### src/qaw_pkg.sv
package qaw_pkg;
  localparam logic [1:0] ANSWER_COUNTDOWN_RESET = 2'h3;
  localparam logic [2:0] ANSWERS_IN_WINDOW1 = 3'h3;
  localparam logic [2:0] ANSWERS_PER_SEQUENCE = 3'h4;
  localparam int FAIL_COUNT_WIDTH = 3;
  localparam int QUESTION_WIDTH = 4;
  localparam logic [FAIL_COUNT_WIDTH-1:0] FAIL_COUNT_RESET = 3'h0;
  localparam logic [QUESTION_WIDTH-1:0] QUESTION_RESET = 4'h0;

  typedef enum logic [1:0] {
    QAW_WINDOW1 = 2'b01,
    QAW_WINDOW2 = 2'b10
  } qaw_state_t;
endpackage : qaw_pkg

### src/qaw_outcome.sv
`timescale 1ns/1ps
module qaw_outcome #(
  parameter int FAIL_W = qaw_pkg::FAIL_COUNT_WIDTH,
  parameter int QUES_W = qaw_pkg::QUESTION_WIDTH
) (
  // clock and reset
  input wire logic clk_sys_in,
  input wire logic nrst_in,
  // answer byte strobe with its compare result
  input wire logic answer_valid_in,
  input wire logic answer_correct_in,
  // window timer events
  input wire logic window1_end_in,
  input wire logic window2_end_in,
  // host write-one-to-clear strobes
  input wire logic clear_wrong_in,
  input wire logic clear_premature_in,
  input wire logic clear_sequence_in,
  input wire logic clear_timeout_in,
  // status flags
  output logic wrong_answer_flag_out,
  output logic premature_answer_flag_out,
  output logic sequence_error_flag_out,
  output logic timeout_flag_out,
  output logic bad_sequence_flag_out,
  // sequence state
  output logic [1:0] answer_countdown_out,
  output logic window2_active_out,
  output logic cycle_restart_out,
  output logic [FAIL_W-1:0] fail_count_out,
  output logic [QUES_W-1:0] question_out
);

  function automatic logic [1:0] qaw_countdown(input logic [2:0] received);
    qaw_countdown = 2'(qaw_pkg::ANSWER_COUNTDOWN_RESET - received[1:0]);
  endfunction : qaw_countdown

  qaw_pkg::qaw_state_t state;
  logic [2:0] received;
  logic [2:0] next_received;
  logic wrong_now;
  logic end_early;
  logic close_w1;
  logic late_w1;
  logic done_w2;
  logic close_w2;
  logic seq_end;
  logic seq_fail;

  always_comb begin
    next_received = received + 3'(answer_valid_in);
    wrong_now = answer_valid_in & ~answer_correct_in;
    end_early = (state == qaw_pkg::QAW_WINDOW1) &&
                (next_received == qaw_pkg::ANSWERS_PER_SEQUENCE);
    // an answer in the same cycle as a window end counts in that window
    close_w1 = (state == qaw_pkg::QAW_WINDOW1) && window1_end_in && !end_early;
    late_w1 = close_w1 && (next_received < qaw_pkg::ANSWERS_IN_WINDOW1);
    done_w2 = (state == qaw_pkg::QAW_WINDOW2) &&
              (next_received == qaw_pkg::ANSWERS_PER_SEQUENCE);
    close_w2 = (state == qaw_pkg::QAW_WINDOW2) && window2_end_in && !done_w2;
    seq_end = end_early | done_w2 | close_w2;
    seq_fail = bad_sequence_flag_out | wrong_now | end_early | close_w2;
  end

  // window sequencing
  always_ff @(posedge clk_sys_in) begin
    if (!nrst_in) begin
      state <= qaw_pkg::QAW_WINDOW1;
    end else begin
      case (state)
        qaw_pkg::QAW_WINDOW1: begin
          if (close_w1) begin
            state <= qaw_pkg::QAW_WINDOW2;
          end
        end
        qaw_pkg::QAW_WINDOW2: begin
          if (seq_end) begin
            state <= qaw_pkg::QAW_WINDOW1;
          end
        end
        default: state <= qaw_pkg::QAW_WINDOW1;
      endcase
    end
  end

  // answer counting
  always_ff @(posedge clk_sys_in) begin
    if (!nrst_in) begin
      received <= 3'h0;
      answer_countdown_out <= qaw_pkg::ANSWER_COUNTDOWN_RESET;
    end else if (seq_end) begin
      received <= 3'h0;
      answer_countdown_out <= qaw_pkg::ANSWER_COUNTDOWN_RESET;
    end else begin
      received <= next_received;
      answer_countdown_out <= qaw_countdown(next_received);
    end
  end

  always_ff @(posedge clk_sys_in) begin
    if (!nrst_in) begin
      window2_active_out <= 1'b0;
      cycle_restart_out <= 1'b0;
    end else begin
      window2_active_out <= (state == qaw_pkg::QAW_WINDOW2) ? !seq_end
                                                            : close_w1;
      cycle_restart_out <= seq_end;
    end
  end

  // status flags: a set in the clearing cycle wins
  always_ff @(posedge clk_sys_in) begin
    if (!nrst_in) begin
      wrong_answer_flag_out <= 1'b0;
      premature_answer_flag_out <= 1'b0;
      sequence_error_flag_out <= 1'b0;
      timeout_flag_out <= 1'b0;
    end else begin
      wrong_answer_flag_out <= (wrong_answer_flag_out & ~clear_wrong_in) |
                               wrong_now;
      // early only on four in window one
      premature_answer_flag_out <=
        (premature_answer_flag_out & ~clear_premature_in) | end_early;
      sequence_error_flag_out <=
        (sequence_error_flag_out & ~clear_sequence_in) | late_w1;
      timeout_flag_out <= (timeout_flag_out & ~clear_timeout_in) | close_w2;
    end
  end

  always_ff @(posedge clk_sys_in) begin
    if (!nrst_in) begin
      bad_sequence_flag_out <= 1'b0;
    end else if (seq_end) begin
      bad_sequence_flag_out <= 1'b0;
    end else begin
      bad_sequence_flag_out <= bad_sequence_flag_out | wrong_now | late_w1;
    end
  end

  always_ff @(posedge clk_sys_in) begin
    if (!nrst_in) begin
      fail_count_out <= FAIL_W'(qaw_pkg::FAIL_COUNT_RESET);
      question_out <= QUES_W'(qaw_pkg::QUESTION_RESET);
    end else if (seq_end && seq_fail) begin
      // saturate so a long outage cannot wrap back to a clean count
      if (fail_count_out != {FAIL_W{1'b1}}) begin
        fail_count_out <= fail_count_out + FAIL_W'(1);
      end
    end else if (seq_end) begin
      if (fail_count_out != '0) begin
        fail_count_out <= fail_count_out - FAIL_W'(1);
      end
      question_out <= question_out + QUES_W'(1);
    end
  end
endmodule : qaw_outcome

### config.mk
export PLATFORM = sky130hd
export DESIGN_NAME = qaw_outcome
export DESIGN_NICKNAME = d
export VERILOG_FILES = /design/src/qaw_pkg.sv /design/src/qaw_outcome.sv
export SDC_FILE = /design/constraint.sdc
export NUM_CORES = 1
export LEC_CHECK = 0
export CAP_MARGIN = 30
export CORE_MARGIN = 1.5
export CORE_UTILIZATION = 31
export CTS_CLUSTER_DIAMETER = 150
export DETAILED_ROUTE_END_ITERATION = 10
export DONT_BUFFER_PORTS = 1
export PLACE_DENSITY_LB_ADDON = 0.2
export SLEW_MARGIN = 0
export SYNTH_ARGS = -nofsm -noshare
export SYNTH_HDL_FRONTEND = slang
export SYNTH_SLANG_ARGS = --single-unit
### constraint.sdc
create_clock -name clk_sys_in -period 2.57 [get_ports clk_sys_in]
set_clock_uncertainty 0.15 [all_clocks]
set_input_delay 0.257 -clock clk_sys_in [delete_from_list [all_inputs] [get_ports clk_sys_in]]
set_output_delay 0.257 -clock clk_sys_in [all_outputs]
set_load 0.01 [all_outputs]
==> impl.org <==
** STA
- Setup repair after global routing left no endpoint under its margin.
- Slew @ Worst Pin :: 396 ps
- Relative slew slack :: 0.736
- # setup viols final :: 0
- In the finished design, the share of the clock period the worst path needs comes to 0.954.
- Final min period :: 2450 ps
- Hold Violations, Final :: 0
- Highest Clock Rate :: 0.408 GHz
- Total Negative Setup Slacks :: 0 ps
- Number of slew-limit violations in the final report :: 0

** Pwr
- Total power for the finished layout comes to 0.617 mW.
- Worst supply voltage drop on vdd :: 0.328 mV
- For this design the ratio of total power to cell area is 515 mW/mm2.
- For this design the static power due to leakage is 0.457 nW.

** Logic synthesis
- Share of synthesized area occupied by flip-flops and latches :: 0.425
- For this run, the leading register cell type out of synthesis is sky130_fd_sc_hd__dfxtp_1.
- FF+latch count, synth :: 21
- Sorting the synthesized cells by area gives the leading types as sky130_fd_sc_hd__dfxtp_1, sky130_fd_sc_hd__nor2_1, sky130_fd_sc_hd__ha_1.
- Combined area of all synthesized cells :: 988 um2
- In this run, synthesis inferred 0 flip-flops with an integrated enable.
- Number of unique standard cell types used by synthesis :: 40
- Count of warnings emitted by yosys :: 0
- Synthesized net count :: 118
- The largest total area in the synthesized netlist belongs to sky130_fd_sc_hd__dfxtp_1.
- Fraction of registers with async set or reset after synthesis :: 0
- Count of mapped cells out of synthesis :: 104
- Share of the synthesized area in the top cell type :: 0.425
- Syn Area/Cell :: 9.50 um2
- In the post-synthesis netlist, the cell with the most instances is sky130_fd_sc_hd__dfxtp_1.
- The commonest cells after synthesis are sky130_fd_sc_hd__dfxtp_1, sky130_fd_sc_hd__nor2_1, sky130_fd_sc_hd__a21oi_1, sky130_fd_sc_hd__inv_1, sky130_fd_sc_hd__nand2_1.

** Drt
- After detailed routing, the number of remaining DRC violations is 0.
- The routed layout has 792 vias.
- For this block, the routed nets add up to 2140 um of wire.
- Dividing the detail-routed wire length by the instance count gives 13.1 um.
- The first detailed-routing pass took 4 iterations.
- After detailed routing, the number of vias per cell comes to 4.86.
- The detailed router finished its first iteration with 44 violations.
- Once detail routing completed, the nets flagged for antenna violations numbered 0.

** Layout
- Compared with the post-synthesis result, the final layout area differs by 21.1%.
- Finished Layout Cells :: 163
- In the final layout, the share of cells above drive strength 1 is 0.202.
- Number of nets in the final layout :: 134
- Diode count :: 0
- Post-route core utilization :: 0.392

** Worst setup path
- Worst-path maximum fanout :: 5
- The worst setup path is launched from a register.
- STA classifies the critical path endpoint as a register.
- Required time worst endpoint :: 2630 ps
- Critical setup path kind :: register to register
- Data arrives at the worst endpoint at 2510 ps.

** Clock tree
- Number of buffers added by the clock tree synthesis step :: 3
- Number of buffers added for setup after CTS :: 0
- Maximum clock path buffer count :: 2
- Number of sinks on the clock net :: 21
- In this run the clock root is driven by a sky130_fd_sc_hd__clkbuf_4.
- H-tree Lvls :: 1
- Clock transition at path regs :: 130 ps
- The clock reaches the later pin of the worst-skew pair after 310 ps.
- CTS tree :: done

** Global routing
- First-pass GRT wire length :: 3570 um
- GRT overflow :: 0
- Via count of the first global-routing pass :: 779
- Entering global routing, the biggest net connects 14 pins.
- Initial antenna violation count :: 0
- Across every metal layer, demand over resource in global routing totals 0.137.

** Die
- From bottom edge to top edge, the die measures 59.5 um.
- After floorplanning, the core was divided into 20 placement rows.
- 26 I/O pins were placed.
- Core area :: 0.00305 mm2
- The initial utilization of the core area, before any placement, comes to 0.324.
- The floorplan step defined a die boundary enclosing 0.00354 mm2.
- Horizontal die dimension :: 59.5 um

** Worst hold path
- The worst hold path belongs to the class input pin to register.

** Outcome
- The flow ran to the end, and the final reports show no timing, DRC or antenna violations.

** Flow run
- Number of maximum-capacitance violations :: 0

** Placed design
- IO buf count :: 0
- The congestion estimate from routability-driven global placement came to 0.803.
- Count of placed standard cells including taps :: 153
- Post-detailed-placement half-perimeter wirelength :: 1590 um
critical path, cell delays in order, from the launching register on:
cell	delay (ps)
sky130_fd_sc_hd__dfxtp_1	330
sky130_fd_sc_hd__ha_1	170
sky130_fd_sc_hd__ha_2	310
sky130_fd_sc_hd__nor2_1	180
sky130_fd_sc_hd__o2111ai_2	160
sky130_fd_sc_hd__and3_4	200
sky130_fd_sc_hd__fa_1	350
sky130_fd_sc_hd__inv_1	80
sky130_fd_sc_hd__and4_2	190
sky130_fd_sc_hd__o211ai_1	80
sky130_fd_sc_hd__o311a_1	150
sequential cells by signal, summed over array words and instances (netlist names):
| signal | flops |
|---|---|
| bad_sequence_flag_out | 1 |
| wrong_answer_flag_out | 1 |
| question_out | 4 |
| fail_count_out | 3 |
| sequence_error_flag_out | 1 |
| window2_active_out | 1 |
| received | 3 |
| premature_answer_flag_out | 1 |
| timeout_flag_out | 1 |
| cycle_restart_out | 1 |
| state | 2 |
| answer_countdown_out | 2 |
report_power, final:
part	leakage [nW]	internal, mW	switching [mW]
Sequential	0.171	0.342	0.0183
Clock	0.0139	0.0593	0.109
Combinational	0.271	0.0415	0.0470
Total	0.457	0.443	0.174
path summary, 6_finish.rpt:
kind                                  start                        end  slack, ps  depth (start not counted)
setup reg to reg                received[0]          fail_count_out[2]        120                         10
hold reg to reg   premature_answer_flag_out  premature_answer_flag_out        380                          2
hold / removal               window1_end_in    sequence_error_flag_out         40                          2
setup / recovery                received[0]          fail_count_out[2]        120                         10
layout by cell type, fill, tap and decap left out, types with 3 or more instances in the layout:
master                          instances
sky130_fd_sc_hd__dfxtp_1               21
sky130_fd_sc_hd__nor2_1                13
sky130_fd_sc_hd__a21oi_1                7
sky130_fd_sc_hd__inv_1                  6
sky130_fd_sc_hd__dlygate4sd3_1          6
sky130_fd_sc_hd__buf_4                  6
sky130_fd_sc_hd__nand2_1                5
sky130_fd_sc_hd__nor3_1                 4
sky130_fd_sc_hd__nand2b_1               4
sky130_fd_sc_hd__xor2_1                 3
sky130_fd_sc_hd__nand3_1                3
sky130_fd_sc_hd__clkbuf_4               3
routing by layer:
metal | wire length (um) | up-vias | global-route usage
met5 | 0 | - | 0
met4 | 19 | 0 | 0.0195
met3 | 112 | 2 | 0.0502
met2 | 1050 | 17 | 0.237
met1 | 951 | 370 | 0.164
li1 | - | 403 | -
final cells by class:
cell class / instances / area (um2)
inverter: 6 / 22.5
fill: 328 / 1860
clock inverter: 1 / 7.51
multi-input combinational: 76 / 564
sequential: 21 / 420
tap: 44 / 55.1
timing repair buffer: 12 / 105
clock buffer: 3 / 22.5
kinds of logic (layout without fill, tap and decap cells):
family,count (synthesis),in the layout,synth area share
simple gates,44,44,0.252
compound gates,22,22,0.176
flops,21,21,0.425
buf+inv,7,22,0.0266
xor+xnor,5,5,0.0519
fa+ha+maj,4,4,0.0582
mux,1,1,0.0101
metrics by stage:
step	hold slack (ps)	cell area [um2]	setup WS, ps
after CTS	28.6	1170	42.4
after global routing	20.7	1200	13.6
after floorplan	229	988	96.2
after detailed placement	233	1080	69.6
final	39.9	1200	117
after global placement	236	1080	136
what timing repair did:
| action | in CTS | in global routing |
|---|---|---|
| hold buffers | 6 | 0 |
| resized for setup | 0 | 3 |
| hold endpoints to repair | 9 | 0 |
| endpoints found under the setup margin | 0 | 1 |
Note: power is estimated with default switching activity, not from simulation.
